## config.mk

```make
export PLATFORM = sky130hd
export DESIGN_NAME = sesr_status_regs
export DESIGN_NICKNAME = d
export VERILOG_FILES = /design/src/hw/sesr_pkg.sv /design/src/hw/sesr_status_regs.sv
export SDC_FILE = /design/constraint.sdc
export NUM_CORES = 1
export LEC_CHECK = 0
export ABC_AREA = 1
export CORE_ASPECT_RATIO = 1.5
export CORE_MARGIN = 5
export CORE_UTILIZATION = 25
export DETAILED_ROUTE_END_ITERATION = 16
export DONT_BUFFER_PORTS = 1
export PLACE_DENSITY = 0.5
export SLEW_MARGIN = 25
export SYNTH_ARGS = -nofsm -noshare
export SYNTH_HDL_FRONTEND = slang
export SYNTH_SLANG_ARGS = --single-unit
export TNS_END_PERCENT = 30
```

## constraint.sdc

```tcl
create_clock -name mclk_in -period 0.8 [get_ports mclk_in]
set_input_delay 0.04 -clock mclk_in [delete_from_list [all_inputs] [get_ports mclk_in]]
set_output_delay 0.04 -clock mclk_in [all_outputs]
set_load 0.01 [all_outputs]
```

## src/hw/sesr_pkg.sv

```systemverilog
package sesr_pkg;

    // ------------------------------------------------------------------
    // address windows
    // ------------------------------------------------------------------
    localparam logic [31:0] SESR_PRIV_BASE   = 32'hfed2_0000; // special and private windows
    localparam logic [31:0] SESR_PUB_BASE    = 32'hfed3_0000; // public window
    localparam logic [31:0] SESR_WIN_MASK    = 32'hffff_0000; // 64 KiB per window
    localparam logic [15:0] SESR_STATUS_OFS  = 16'h0000;      // engine_status offset

    // ------------------------------------------------------------------
    // engine_status field positions
    // ------------------------------------------------------------------
    localparam int SESR_SEQ_BIT = 17;
    localparam int SESR_L2_BIT  = 16;
    localparam int SESR_L1_BIT  = 15;
    localparam int SESR_L3_BIT  = 14;

    // ------------------------------------------------------------------
    // reset values and timing
    // ------------------------------------------------------------------
    localparam logic       SESR_FLAG_RST   = 1'b0;
    localparam logic [1:0] SESR_DECODE_LAT = 2'h1; // cycles the visible flags trail the decode state

    // decoded window of an access
    typedef enum logic [1:0] {
        SESR_WIN_NONE,
        SESR_WIN_SPECIAL,
        SESR_WIN_PRIVATE,
        SESR_WIN_PUBLIC
    } sesr_win_t;

endpackage : sesr_pkg

```

## src/hw/sesr_status_regs.sv

```systemverilog
`timescale 1ns/10ps

module sesr_status_regs (
    input  wire logic        mclk_in,                // 25 MHz platform clock
    input  wire logic        rstn_in,                // system reset, active low
    input  wire logic        acc_valid_in,           // register access request
    input  wire logic        acc_write_in,           // 1 write, 0 read
    input  wire logic        acc_special_in,         // dedicated secure command type
    input  wire logic [31:0] acc_addr_in,            // byte address
    input  wire logic [31:0] acc_wdata_in,           // write data (unused by status)
    input  wire logic        sequence_begin_msg_in,  // processor sequence-begin pulse
    input  wire logic        sequence_end_msg_in,    // processor sequence-end pulse
    input  wire logic        open_level1_cmd_in,     // open level one
    input  wire logic        close_level1_cmd_in,    // close level one
    input  wire logic        open_level2_cmd_in,     // open level two
    input  wire logic        close_level2_cmd_in,    // close level two
    input  wire logic        open_level3_cmd_in,     // open level three
    input  wire logic        close_level3_cmd_in,    // close level three
    input  wire logic        open_private_cmd_in,    // open private
    input  wire logic        close_private_cmd_in,   // close private
    input  wire logic        improper_exit_in,       // thread left environment badly
    input  wire logic        rogue_clear_in,         // write-one-to-clear of rogue flag
    output logic             acc_ready_out,          // access accepted this cycle
    output logic [31:0]      acc_rdata_out,          // read data
    output logic [1:0]       acc_window_out,         // decoded window of access
    output logic             acc_write_done_out,     // write took effect somewhere
    output logic             level1_dec_out,         // level1 state used by decode
    output logic             level2_dec_out,         // level2 state used by decode
    output logic             level3_dec_out,         // level3 state used by decode
    output logic             rogue_error_flag_out,   // rogue flag of error status
    output logic             secure_platform_reset_n_out // secure reset, active low
);

    // ------------------------------------------------------------------
    // window decode
    // ------------------------------------------------------------------
    function automatic sesr_pkg::sesr_win_t win_of(input logic [31:0] a, input logic sp);
        sesr_pkg::sesr_win_t w;
        w = sesr_pkg::SESR_WIN_NONE;
        if ((a & sesr_pkg::SESR_WIN_MASK) == sesr_pkg::SESR_PRIV_BASE) begin
            w = sp ? sesr_pkg::SESR_WIN_SPECIAL : sesr_pkg::SESR_WIN_PRIVATE;
        end else if ((a & sesr_pkg::SESR_WIN_MASK) == sesr_pkg::SESR_PUB_BASE) begin
            w = sesr_pkg::SESR_WIN_PUBLIC;
        end
        return w;
    endfunction : win_of

    sesr_pkg::sesr_win_t win_now;
    logic                is_status;
    logic [15:0]         acc_ofs;

    // offset in window is the same for every base, so one storage serves all
    assign win_now   = win_of(acc_addr_in, acc_special_in);
    assign acc_ofs   = acc_addr_in[15:0];
    assign is_status = (win_now != sesr_pkg::SESR_WIN_NONE)
                     && (acc_ofs == sesr_pkg::SESR_STATUS_OFS);
    assign acc_ready_out = acc_valid_in;

    // ------------------------------------------------------------------
    // decode-side level state (takes effect first)
    // ------------------------------------------------------------------
    logic l1_dec_q, l2_dec_q, l3_dec_q;

    // decode state changes at once; the visible flags trail it
    always_ff @(posedge mclk_in or negedge rstn_in) begin
        if (!rstn_in) begin
            l1_dec_q <= sesr_pkg::SESR_FLAG_RST;
            l2_dec_q <= sesr_pkg::SESR_FLAG_RST;
            l3_dec_q <= sesr_pkg::SESR_FLAG_RST;
        end else begin
            if (open_level1_cmd_in) begin
                l1_dec_q <= 1'b1;
            end else if (close_level1_cmd_in) begin
                l1_dec_q <= 1'b0;
            end
            if (open_level2_cmd_in || open_private_cmd_in) begin
                l2_dec_q <= 1'b1;
            end else if (close_level2_cmd_in || close_private_cmd_in) begin
                l2_dec_q <= 1'b0;
            end
            if (open_level3_cmd_in) begin
                l3_dec_q <= 1'b1;
            end else if (close_level3_cmd_in) begin
                l3_dec_q <= 1'b0;
            end
        end
    end

    assign level1_dec_out = l1_dec_q;
    assign level2_dec_out = l2_dec_q;
    assign level3_dec_out = l3_dec_q;

    // ------------------------------------------------------------------
    // visible open flags
    // ------------------------------------------------------------------
    logic level1_open_flag_q, level2_open_flag_q, level3_open_flag_q;

    // copy from decode state one cycle later, so a read that sees the new
    // value is guaranteed to be decoded under it
    always_ff @(posedge mclk_in or negedge rstn_in) begin
        if (!rstn_in) begin
            level1_open_flag_q <= sesr_pkg::SESR_FLAG_RST;
            level2_open_flag_q <= sesr_pkg::SESR_FLAG_RST;
            level3_open_flag_q <= sesr_pkg::SESR_FLAG_RST;
        end else begin
            level1_open_flag_q <= l1_dec_q;
            level2_open_flag_q <= l2_dec_q;
            level3_open_flag_q <= l3_dec_q;
        end
    end

    // ------------------------------------------------------------------
    // sequence tracking and attack response
    // ------------------------------------------------------------------
    logic sequence_active_flag_q;
    logic attack;

    assign attack = sequence_begin_msg_in && sequence_active_flag_q;

    // begin wins over a simultaneous end
    always_ff @(posedge mclk_in or negedge rstn_in) begin
        if (!rstn_in) begin
            sequence_active_flag_q <= sesr_pkg::SESR_FLAG_RST;
        end else if (sequence_begin_msg_in) begin
            sequence_active_flag_q <= 1'b1;
        end else if (sequence_end_msg_in) begin
            sequence_active_flag_q <= 1'b0;
        end
    end

    // secure reset held low one cycle per attack
    always_ff @(posedge mclk_in or negedge rstn_in) begin
        if (!rstn_in) begin
            secure_platform_reset_n_out <= 1'b1;
        end else begin
            secure_platform_reset_n_out <= !attack;
        end
    end

    // rogue flag: set wins over the write-one clear
    always_ff @(posedge mclk_in or negedge rstn_in) begin
        if (!rstn_in) begin
            rogue_error_flag_out <= sesr_pkg::SESR_FLAG_RST;
        end else if (attack || improper_exit_in) begin
            rogue_error_flag_out <= 1'b1;
        end else if (rogue_clear_in) begin
            rogue_error_flag_out <= 1'b0;
        end
    end

    // ------------------------------------------------------------------
    // register read path
    // ------------------------------------------------------------------
    logic [31:0] status_word;

    always_comb begin
        status_word = 32'h0000_0000;
        status_word[sesr_pkg::SESR_SEQ_BIT] = sequence_active_flag_q;
        status_word[sesr_pkg::SESR_L2_BIT]  = level2_open_flag_q;
        status_word[sesr_pkg::SESR_L1_BIT]  = level1_open_flag_q;
        status_word[sesr_pkg::SESR_L3_BIT]  = level3_open_flag_q;
    end

    // same word whatever the window; unmapped reads return zero
    always_ff @(posedge mclk_in or negedge rstn_in) begin
        if (!rstn_in) begin
            acc_rdata_out  <= 32'h0000_0000;
            acc_window_out <= 2'h0;
        end else begin
            acc_window_out <= win_now;
            if (acc_valid_in && !acc_write_in && is_status) begin
                acc_rdata_out <= status_word;
            end else if (acc_valid_in && !acc_write_in) begin
                acc_rdata_out <= 32'h0000_0000;
            end
        end
    end

    // status register is read-only in every window, public no-write drops writes
    always_ff @(posedge mclk_in or negedge rstn_in) begin
        if (!rstn_in) begin
            acc_write_done_out <= 1'b0;
        end else begin
            acc_write_done_out <= acc_valid_in && acc_write_in && !is_status
                && (win_now == sesr_pkg::SESR_WIN_SPECIAL
                    || win_now == sesr_pkg::SESR_WIN_PRIVATE);
        end
    end

    // ------------------------------------------------------------------
    // checks: sequence tracking and attack response
    // ------------------------------------------------------------------
    a_seq_set: assert property (@(posedge mclk_in) disable iff (!rstn_in)
        sequence_begin_msg_in |=> sequence_active_flag_q)
        else $error("sequence flag not set by begin");
    a_seq_clr: assert property (@(posedge mclk_in) disable iff (!rstn_in)
        sequence_end_msg_in && !sequence_begin_msg_in |=> !sequence_active_flag_q)
        else $error("sequence flag not cleared by end");
    // the flag must not drift between messages
    a_seq_hold: assert property (@(posedge mclk_in) disable iff (!rstn_in)
        !sequence_begin_msg_in && !sequence_end_msg_in |=> $stable(sequence_active_flag_q))
        else $error("sequence flag changed without a message");
    a_attack_reset: assert property (@(posedge mclk_in) disable iff (!rstn_in)
        sequence_begin_msg_in && sequence_active_flag_q
        |=> !secure_platform_reset_n_out && rogue_error_flag_out)
        else $error("second begin not treated as attack");
    // a first begin must never pulse the platform reset
    a_srst_quiet: assert property (@(posedge mclk_in) disable iff (!rstn_in)
        !(sequence_begin_msg_in && sequence_active_flag_q) |=> secure_platform_reset_n_out)
        else $error("secure reset without an attack");
    a_rogue_exit: assert property (@(posedge mclk_in) disable iff (!rstn_in)
        improper_exit_in |=> rogue_error_flag_out)
        else $error("rogue flag not set by improper exit");
    a_rogue_clr: assert property (@(posedge mclk_in) disable iff (!rstn_in)
        rogue_clear_in && !improper_exit_in && !attack |=> !rogue_error_flag_out)
        else $error("rogue flag not cleared");
    a_rogue_hold: assert property (@(posedge mclk_in) disable iff (!rstn_in)
        rogue_error_flag_out && !rogue_clear_in |=> rogue_error_flag_out)
        else $error("rogue flag lost without a clear");

    // ------------------------------------------------------------------
    // checks: level open flags
    // ------------------------------------------------------------------
    a_l2_open: assert property (@(posedge mclk_in) disable iff (!rstn_in)
        open_level2_cmd_in || open_private_cmd_in |=> ##1 level2_open_flag_q)
        else $error("level2 flag not set");
    a_l2_close: assert property (@(posedge mclk_in) disable iff (!rstn_in)
        (close_level2_cmd_in || close_private_cmd_in)
        && !open_level2_cmd_in && !open_private_cmd_in |=> ##1 !level2_open_flag_q)
        else $error("level2 flag not cleared");
    a_l1_track: assert property (@(posedge mclk_in) disable iff (!rstn_in)
        open_level1_cmd_in |=> ##1 level1_open_flag_q)
        else $error("level1 flag not set");
    a_l1_close: assert property (@(posedge mclk_in) disable iff (!rstn_in)
        close_level1_cmd_in && !open_level1_cmd_in |=> ##1 !level1_open_flag_q)
        else $error("level1 flag not cleared");
    a_l3_open: assert property (@(posedge mclk_in) disable iff (!rstn_in)
        open_level3_cmd_in |=> ##1 level3_open_flag_q)
        else $error("level3 flag not set");
    a_l3_track: assert property (@(posedge mclk_in) disable iff (!rstn_in)
        close_level3_cmd_in && !open_level3_cmd_in |=> ##1 !level3_open_flag_q)
        else $error("level3 flag not cleared");
    // a visible flag ahead of the decode state would mislead software
    a_flag_lag: assert property (@(posedge mclk_in) disable iff (!rstn_in)
        level2_open_flag_q == $past(l2_dec_q, sesr_pkg::SESR_DECODE_LAT))
        else $error("visible flag ahead of decode");
    a_l1_lag: assert property (@(posedge mclk_in) disable iff (!rstn_in)
        level1_open_flag_q == $past(l1_dec_q, sesr_pkg::SESR_DECODE_LAT))
        else $error("level1 flag ahead of decode");
    a_l3_lag: assert property (@(posedge mclk_in) disable iff (!rstn_in)
        level3_open_flag_q == $past(l3_dec_q, sesr_pkg::SESR_DECODE_LAT))
        else $error("level3 flag ahead of decode");

    // ------------------------------------------------------------------
    // checks: window decode, read path and write acceptance
    // ------------------------------------------------------------------
    // decode re-derived from the address, not from the decode function
    a_win_special: assert property (@(posedge mclk_in) disable iff (!rstn_in)
        (acc_addr_in & sesr_pkg::SESR_WIN_MASK) == sesr_pkg::SESR_PRIV_BASE && acc_special_in
        |=> acc_window_out == sesr_pkg::SESR_WIN_SPECIAL)
        else $error("special window not decoded");
    a_win_private: assert property (@(posedge mclk_in) disable iff (!rstn_in)
        (acc_addr_in & sesr_pkg::SESR_WIN_MASK) == sesr_pkg::SESR_PRIV_BASE && !acc_special_in
        |=> acc_window_out == sesr_pkg::SESR_WIN_PRIVATE)
        else $error("private window not decoded");
    a_win_public: assert property (@(posedge mclk_in) disable iff (!rstn_in)
        (acc_addr_in & sesr_pkg::SESR_WIN_MASK) == sesr_pkg::SESR_PUB_BASE
        |=> acc_window_out == sesr_pkg::SESR_WIN_PUBLIC)
        else $error("public window not decoded");
    a_rsvd_zero: assert property (@(posedge mclk_in) disable iff (!rstn_in)
        acc_rdata_out[31:18] == 14'h0000 && !acc_rdata_out[13])
        else $error("reserved status bits nonzero");
    a_unmapped_zero: assert property (@(posedge mclk_in) disable iff (!rstn_in)
        acc_valid_in && !acc_write_in && !is_status |=> acc_rdata_out == 32'h0000_0000)
        else $error("unmapped read not zero");
    a_rdata_hold: assert property (@(posedge mclk_in) disable iff (!rstn_in)
        !(acc_valid_in && !acc_write_in) |=> $stable(acc_rdata_out))
        else $error("read data changed without a read");
    a_no_status_wr: assert property (@(posedge mclk_in) disable iff (!rstn_in)
        acc_valid_in && acc_write_in && is_status |=> !acc_write_done_out)
        else $error("status write took effect");
    a_pub_nowrite: assert property (@(posedge mclk_in) disable iff (!rstn_in)
        acc_valid_in && acc_write_in && win_now == sesr_pkg::SESR_WIN_PUBLIC
        |=> !acc_write_done_out)
        else $error("public write took effect");

    c_attack: cover property (@(posedge mclk_in) disable iff (!rstn_in) attack);
    c_pub_read: cover property (@(posedge mclk_in) disable iff (!rstn_in)
        acc_valid_in && !acc_write_in && is_status && win_now == sesr_pkg::SESR_WIN_PUBLIC);
    c_seq_cycle: cover property (@(posedge mclk_in) disable iff (!rstn_in)
        sequence_begin_msg_in ##[1:20] sequence_end_msg_in);
    c_l2_open: cover property (@(posedge mclk_in) disable iff (!rstn_in)
        $rose(level2_open_flag_q));
    c_rogue_clr: cover property (@(posedge mclk_in) disable iff (!rstn_in)
        rogue_error_flag_out && rogue_clear_in);

endmodule : sesr_status_regs

```

* Yosys cells after proc, flatten, opt, wreduce, memory -nomap -nowiden
Cells that the tools add are included.
** Word-level totals
- Logic and storage cells :: 53
- Flip-flop bits (word level) :: 44
** Operators by class
- Equal/unequal tests :: 4
- Multiplexer cells :: 15
- Reductions and logical operators :: 22
** Operators by type and width (number)
- $mux 32 :: 2
- $eq 16x16->1 const B :: 2
- $logic_not 16->1 :: 1
- $reduce_bool 2->1 :: 7
- $mux 1 :: 10
- $logic_and 1x1->1 :: 7
- $mux 2 :: 3
- $logic_or 1x1->1 :: 4
- $logic_not 1->1 :: 3
- $eq 2x1->1 const B :: 1
- $eq 2x2->1 const B :: 1

* Depth between registers and ports, before layout
Gate-level depths: netlist of run 1.
- Depth after elaboration :: 8
- Depth in mapped cells :: 12

* Worst setup path after synthesis of run 1
No wires, ideal clock.
- Path type :: in2reg
- From :: input acc_addr_in[19]
- To :: register acc_rdata_out[14]
- Setup slack :: -0.361 ns
- Data required time :: 0.735 ns
- Arrival time :: 1.096 ns
- Cell stages on the path :: 12
- Cell sequence :: nor2_1 -> nand2_1 -> nor2_1 -> o211ai_1 -> ha_1 -> inv_1 -> nand2_1 -> nor2_1 -> nand2_1 -> nor2_2 -> nand3_1 -> nand2_1
** On the way
- Longest elaborated chain between the ends :: 7
- Elaborated cells on any way between the ends :: 9
** RTL lines
- start, declared :: RTL line sesr_status_regs.sv:9 : input wire logic [31:0] acc_addr_in,
- $eq 16x16->1 :: RTL line sesr_status_regs.sv:42 : end else if ((a & sesr_pkg::SESR_WIN_MASK) == sesr_pkg::SESR_PUB_BASE) begin
- $mux 2 :: RTL line sesr_status_regs.sv:42
- $mux 2 (*) :: RTL line sesr_status_regs.sv:40 : if ((a & sesr_pkg::SESR_WIN_MASK) == sesr_pkg::SESR_PRIV_BASE) begin
- $reduce_bool 2->1 (*) :: RTL line sesr_status_regs.sv:55 : assign is_status = (win_now != sesr_pkg::SESR_WIN_NONE)
- $logic_and 1x1->1 (*) :: RTL line sesr_status_regs.sv:56 : && (acc_ofs == sesr_pkg::SESR_STATUS_OFS);
- $logic_and 1x1->1 (*) :: RTL line sesr_status_regs.sv:171 : if (acc_valid_in && !acc_write_in && is_status) begin
- $mux 32 / $reduce_bool 2->1 (equally long branches)
- end signal, assigned :: RTL line sesr_status_regs.sv:172 : acc_rdata_out <= status_word;
- end, declared :: RTL line sesr_status_regs.sv:24 : output logic [31:0] acc_rdata_out,
Mark *: on every way between the ends. The rest lies on a longest branch, timed or not.
A chain may end at the register's enable or synchronous reset.

* Worst setup path after layout of run 1
- From :: input acc_addr_in[19]
- To :: register acc_write_done_out
** On the way
- Longest elaborated chain between the ends :: 8
- Elaborated cells on any way between the ends :: 12
** RTL lines
- $eq 16x16->1 :: RTL line sesr_status_regs.sv:42
- $mux 2 :: RTL line sesr_status_regs.sv:42
- $mux 2 (*) :: RTL line sesr_status_regs.sv:40
- $reduce_bool 2->1 :: RTL line sesr_status_regs.sv:55
- $logic_and 1x1->1 :: RTL line sesr_status_regs.sv:56
- $logic_not 1->1 :: RTL line sesr_status_regs.sv:184 : acc_write_done_out <= acc_valid_in && acc_write_in && !is_status
- $logic_and 1x1->1 :: RTL line sesr_status_regs.sv:184
- $logic_and 1x1->1 (*) :: RTL line sesr_status_regs.sv:185 : && (win_now == sesr_pkg::SESR_WIN_SPECIAL
- end signal, assigned :: RTL line sesr_status_regs.sv:184
- end, declared :: RTL line sesr_status_regs.sv:26 : output logic acc_write_done_out,
Marked as above.

==> run_results.csv, run 1 <==
group,metric,value,unit
outcome,status,"finished with violations",
outcome,violations,"negative hold slack, negative setup slack",
die,num_rows,27,
synth,seq_area_frac_synth,43.97,%
power,leakagePower,0.6039,nW
sta,setup_violations,6,
detailed_routing,drc_errors,0,
worst_setup_path,path_cells,"nor2_4 -> nand2_1 -> nor2_2 -> o211ai_1 -> ha_2 -> inv_2 -> nand2_1 -> nor2_1 -> nand2_2 -> buf_4 -> o21ai_1 -> inv_1",
synth,yosys_most_used_dff,"dfrtp_1",
synth,ys_types,17,
die,dieArea,4987,um^2
place,post-place-ws,-0.5153,ns
power,switchingPower,0.3911,mW
worst_setup_path,cp.arrival,1.19,ns
clock_network,holdBufCountCts,12,
sta,final-max-slew-violation-count,0,
synth,async_flop_share,100.0,%
synth,avgSynthCellArea,8.380,um^2
power,peakVddDrop,0.7845,mV
global_route,met3_usage,2.012,%
worst_setup_path,end_kind,"flop",
synth,yosys-mux-area-fraction,0,%
synth,synth-simple-area-share,18.36,%
sta,post-route-min-period,1.061,ns
worst_setup_path,cpPeakStageDelay,0.21,ns
synth,syn-instance-count,109,
sta,finalHoldViolations,15,
sta,skew,0.0004364,ns
clock_network,tritoncts,"built",
power,powerDensity,1489,nW/um^2
sta,rsz0062_at_grt,"yes",
detailed_routing,vias,703,
cells_and_area,nets,215,
synth,synth_compound_area_share,6.712,%
synth,ys_ff_latch,16,
sta,whs,-0.09910,ns
die,coreArea,3615,um^2
synth,synth_xor_area_share,0,%
worst_setup_path,crit_top_cell,"nand2_1",
synth,synth_top_cell_area_share,41.10,%
sta,finalWorstSetupSlack,-0.2614,ns
cells_and_area,n_antenna_cell,0,
place,dp_hpwl,1663,um
clock_network,htreeDepth,1,
detailed_routing,wl_per_cell,12.07,um
clock_network,cts-root-buf,"clkbuf_8",
worst_setup_path,cp_max_fo,2,
power,p_clk_share,38.8,%
synth,yosysWarnings,0,
power,swShare,22.44,%
place,dp.cells,153,
detailed_routing,via_per_inst,4.017,
cells_and_area,area.growth.synth_to_final,28.08,%
place,numPortBuffers,0,
die,io_pins,122,
clock_network,cts_sinks,16,
detailed_routing,antenna_left,0,
clock_network,numCtsBuffers,3,
detailed_routing,wirelength,2112,um
synth,synth_top_family_by_area,"buffers and inverters",
sta,period_share,132.7,%
sta,slew_headroom,55.33,%
power,total_power,1.742,mW
hold_path,hp-class,"input port to asynchronous set/reset pin",
die,initial_core_util,25.27,%
global_route,grt_use_total,7.770,%
place,place_congestion,0.6557,
global_route,grt_pass1_wl,3049,um
job,maxCapViolations,0,
detailed_routing,initialDrtViolationCount,6,
global_route,antenna_found_initial,0,
power,seqPwrFrac,49.9,%
global_route,grt.overflow.total,0,
worst_setup_path,critPathKind,"input port to flop",
synth,yosys.cell_count.top_type,"buf_4",
global_route,use_met1,7.150,%
power,combPwrFrac,11.3,%
power,p_int,1.351,mW
detailed_routing,drt_pass1_iterations,3,
synth,synth_edf_count,0,
synth,netlist_area,913.4,um^2
global_route,grt.busiest_layer,"met2",
cells_and_area,drive_gt1_share,21.21,%
worst_setup_path,required,0.93,ns
synth,synth_area_leader_cell,"dfrtp_1",
global_route,grt_max_degree,17,
worst_setup_path,critPathLaunchType,"input port",
cells_and_area,finalCoreUtilization,32.36,%
worst_setup_path,crit_path_top_delay_cell,"ha_2",
die,die_w,59.35,um
global_route,grt_pass1_vias,723,
die,die_h,84.03,um
global_route,met2_usage,14.73,%
sta,max_freq,0.9422,GHz
worst_setup_path,cpLargestDelayFamily,"simple AND/OR/NAND/NOR gates",
cells_and_area,layout.cells.non_filler,175,
synth,yosys-top-cells-count,"29 x buf_4, 17 x nand2_1, 15 x dfrtp_1",
clock_network,worstSkewPairLatency,0.24,ns
clock_network,cts_buffer_depth,2,
sta,worst_pin_slew,0.6701,ns
synth,synthAdderAreaFrac,1.370,%
synth,synth_area_leaders,"dfrtp_1 41%, buf_4 24%, nand2_1 7.0%",
clock_network,clkSlewWorstSetupHoldPaths,0.06,ns
worst_setup_path,crit_buf_inv,3,
final cells by class:
cell class	instances	area, um^2
fillers	377	2445
flip-flops and latches	16	401.6
multi-input cells	78	392.9
repair buffers	21	205.2
inverters	13	61.31
clock buffers	4	55.05
well taps	43	53.80
timing repair:
action	in CTS	in global routing
buffers inserted	5	3
resized for setup	8	17
pin swaps	3	11
setup endpoints to repair	7	25
hold endpoints to repair	23	15
worst register-to-register path: stages (launching register included):
cell,delay [ns]
dfrtp_1,0.43
a21oi_2,0.16
o21ai_1,0.08
placed cells by master (no fill, tap or decap):
cell type / synthesis / layout
a211o_1: 1 / 1
dlygate4sd3_1: 0 / 11
dfrtp_1: 15 / 15
o21bai_1: 3 / 3
nor2_1: 14 / 11
nor2_4: 0 / 2
nand3_2: 0 / 4
nand4_1: 3 / 3
clkbuf_8: 0 / 4
nor2_2: 1 / 2
nand2_1: 17 / 16
inv_1: 13 / 10
conb_1: 1 / 28
ha_2: 0 / 1
dlymetal6s4s_1: 0 / 1
buf_4: 29 / 5
a21oi_2: 0 / 1
or2_1: 1 / 1
o21ai_1: 0 / 2
buf_6: 0 / 4
dfstp_2: 1 / 1
o211ai_1: 2 / 2
inv_2: 0 / 2
nand2_2: 0 / 1
clkinv_8: 0 / 1
sequential cells by signal (all words and copies together), names as in the netlist:
register,cells
level2_open_flag_q,1
acc_rdata_out,4
level3_open_flag_q,1
rogue_error_flag_out,1
acc_write_done_out,1
level3_dec_out,1
sequence_active_flag_q,1
acc_window_out,2
level2_dec_out,1
secure_platform_reset_n_out,1
level1_dec_out,1
level1_open_flag_q,1
per-stage QoR:
step	instance area, um^2	TNS [ns]
after global routing	1170	-2.084
after detailed placement	883.3	-2.419
after floorplan	1025	-1.604
final	1170	-1.281
after CTS	1122	-0.9366
after global placement	883.3	-2.264
final timing paths:
kind	start	slack, ns	cells after the start	end
worst min-delay path	rstn_in	-0.1	1	level1_open_flag_q
max in group asynchronous	rstn_in	0.47	1	acc_rdata_out[14]
worst max register to register	sequence_active_flag_q	0.01	2	rogue_error_flag_out
worst min register to register	level3_dec_out	0.47	0	level3_open_flag_q
worst max-delay path	acc_addr_in[19]	-0.26	12	acc_write_done_out
min in group mclk_in	acc_write_in	0.02	4	acc_write_done_out
metal layers:
metal	vias to the layer above	routed length [um]
li1	327	-
met1	315	603
met2	59	1195
met3	2	294
met4	0	19
met5	-	0
logic make-up after synthesis:
group / after synthesis
buffers and inverters: 42
and+or+nand+nor: 40
DFF: 16
AOI/OAI and AO/OA: 9
adders and majority gates: 1
other: 1
power by group through the flow:
stage | sequential, mW | clock (mW) | combinational (mW)
5_1_grt | 0.873 | 0.748 | 0.223
4_1_cts | 0.867 | 0.693 | 0.183
3_3_place_gp | 0.881 | 0 | 0.116
6_report | 0.870 | 0.675 | 0.197
2_1_floorplan | 0.877 | 0 | 0.211
3_5_place_dp | 0.881 | 0 | 0.118
Power figures use the tool's default switching activity.
==> run 2, diff against run 1 <==
- HOLD_SLACK_MARGIN: default -> 0.08
==> run_results.csv, run 2 (synthesis results as in run 1) <==
group,metric,value,unit
detailed_routing,wl_per_cell,12.19,um
place,post-place-ws,-0.5153,ns
die,io_pins,122,
worst_setup_path,end_kind,"flop",
worst_setup_path,crit_top_cell,"nand2_1",
cells_and_area,final_cell_mix,"28 x conb_1, 16 x nand2_1, 15 x dfrtp_1",
die,num_rows,27,
detailed_routing,wirelength,2169,um
clock_network,cts_buffer_depth,2,
clock_network,numCtsBuffers,3,
power,total_power,1.755,mW
place,dpl_cell_area,883.3,um^2
detailed_routing,vias,707,
die,coreArea,3615,um^2
cells_and_area,fillers,375,
sta,post-route-min-period,1.061,ns
cells_and_area,multiInputGateArea,392.9,um^2
die,die_w,59.35,um
cells_and_area,drive_gt1_share,20.74,%
sta,worst_pin_slew,0.6801,ns
worst_setup_path,cp.arrival,1.19,ns
worst_setup_path,critPathLaunchType,"input port",
die,initial_core_util,25.27,%
worst_setup_path,cpPeakStageDelay,0.21,ns
sta,max_freq,0.9423,GHz
clock_network,worstSkewPairLatency,0.24,ns
clock_network,holdBufCountCts,15,
sta,period_share,132.7,%
power,leakagePower,0.6165,nW
detailed_routing,drt_pass1_iterations,3,
place,place_congestion,0.6557,
cells_and_area,finalCoreUtilization,33.19,%
worst_setup_path,critPathKind,"input port to flop",
cells_and_area,n_antenna_cell,0,
worst_setup_path,path_cells,"nor2_4 -> nand2_1 -> nor2_2 -> o211ai_1 -> ha_2 -> inv_2 -> nand2_1 -> nor2_1 -> nand2_2 -> buf_4 -> o21ai_1 -> inv_1",
die,die_h,84.03,um
cells_and_area,top_regs,"acc_rdata_out: 4 flops, acc_window_out: 2 flops",
detailed_routing,initialDrtViolationCount,8,
cells_and_area,largest_register,"acc_rdata_out",
global_route,grt_max_degree,17,
hold_path,hp-class,"input port to asynchronous set/reset pin",
clock_network,cts-root-buf,"clkbuf_8",
clock_network,clkSlewWorstSetupHoldPaths,0.06,ns
cells_and_area,layout_commonest_cell,"conb_1",
global_route,grt_pass1_wl,3187,um
global_route,grt.overflow.total,0,
cells_and_area,nets,218,
clock_network,tritoncts,"built",
sta,rsz0062_at_grt,"yes",
detailed_routing,antenna_left,0,
global_route,grt_use_total,8.137,%
detailed_routing,via_per_inst,3.972,
sta,setup_violations,6,
worst_setup_path,crit_buf_inv,3,
cells_and_area,final_cell_area,1200,um^2
place,numPortBuffers,0,
sta,skew,0.0004655,ns
cells_and_area,seq_area,401.6,um^2
place,dp_hpwl,1663,um
sta,finalHoldViolations,15,
job,maxCapViolations,0,
worst_setup_path,cp_max_fo,2,
sta,finalWorstSetupSlack,-0.2613,ns
sta,slew_headroom,54.66,%
cells_and_area,area.growth.synth_to_final,31.37,%
detailed_routing,drc_errors,0,
power,peakVddDrop,0.7915,mV
global_route,grt_pass1_vias,750,
worst_setup_path,cpLargestDelayFamily,"simple AND/OR/NAND/NOR gates",
power,powerDensity,1462,nW/um^2
cells_and_area,largest_reg_flops,4,
sta,whs,-0.09470,ns
outcome,status,"finished with violations",
sta,final-max-slew-violation-count,0,
global_route,antenna_found_initial,0,
worst_setup_path,crit_path_top_delay_cell,"ha_2",
clock_network,cts_sinks,16,
worst_setup_path,required,0.93,ns
clock_network,htreeDepth,1,
outcome,violations,"negative hold slack, negative setup slack",
die,dieArea,4987,um^2
run 2: cell types whose count changed in the layout (fill, tap and decap cells not counted), sizes merged:
cell / change
dlygate4sd3: +3
run 2: final timing paths:
check                      slack (ns)                    to  cells past startpoint                   start
max                             -0.26    acc_write_done_out                     12         acc_addr_in[19]
min                             -0.09  rogue_error_flag_out                      1                 rstn_in
max reg2reg                      0.02  rogue_error_flag_out                      2  sequence_active_flag_q
min reg2reg                      0.47    level3_open_flag_q                      0          level3_dec_out
max in group asynchronous        0.46     acc_rdata_out[14]                      1                 rstn_in
min in group mclk_in             0.08         acc_ready_out                      0            acc_valid_in
run 2: repair_timing:
action,in CTS,in global routing
buffers inserted,5,3
endpoints found under the setup margin,7,25
pin swaps,3,11
resized for setup,8,17
gates cloned,0,0
endpoints found under the hold margin,26,15
run 2: power by group:
part           internal, mW  leakage (nW)  switching, mW
Sequential            0.842         0.192         0.0282
Clock                 0.435        0.0288          0.240
Combinational        0.0845         0.396          0.126
Total                  1.36         0.616          0.394
run 2: final cells by class:
type                            count  share of cell area, %
Clock buffer                        4                  4.588
Inverter                           13                  5.109
Multi-Input combinational cell     78                  32.74
Sequential cell                    16                  33.47
Tap cell                           43                  4.484
Timing Repair Buffer               24                  19.60
run 2: routing by layer:
layer  vias to the layer above  part of all wire [%]  track usage (%)
met3                         2                    13            2.012
met4                         0                  0.88            3.711
met2                        59                    58            15.62
met1                       315                    28            7.436
met5                         -                     0                0
li1                        331                     -                -
run 2: through the flow:
step                setup TNS (ns)  hold slack (ns)  std cells
floorplan                   -1.604          -0.2556        136
global placement            -2.264          -0.2551        153
detailed placement          -2.419          -0.2552        153
CTS                        -0.9366          0.08015        177
global route                -2.080         -0.04103        178
finish                      -1.281         -0.09470        178
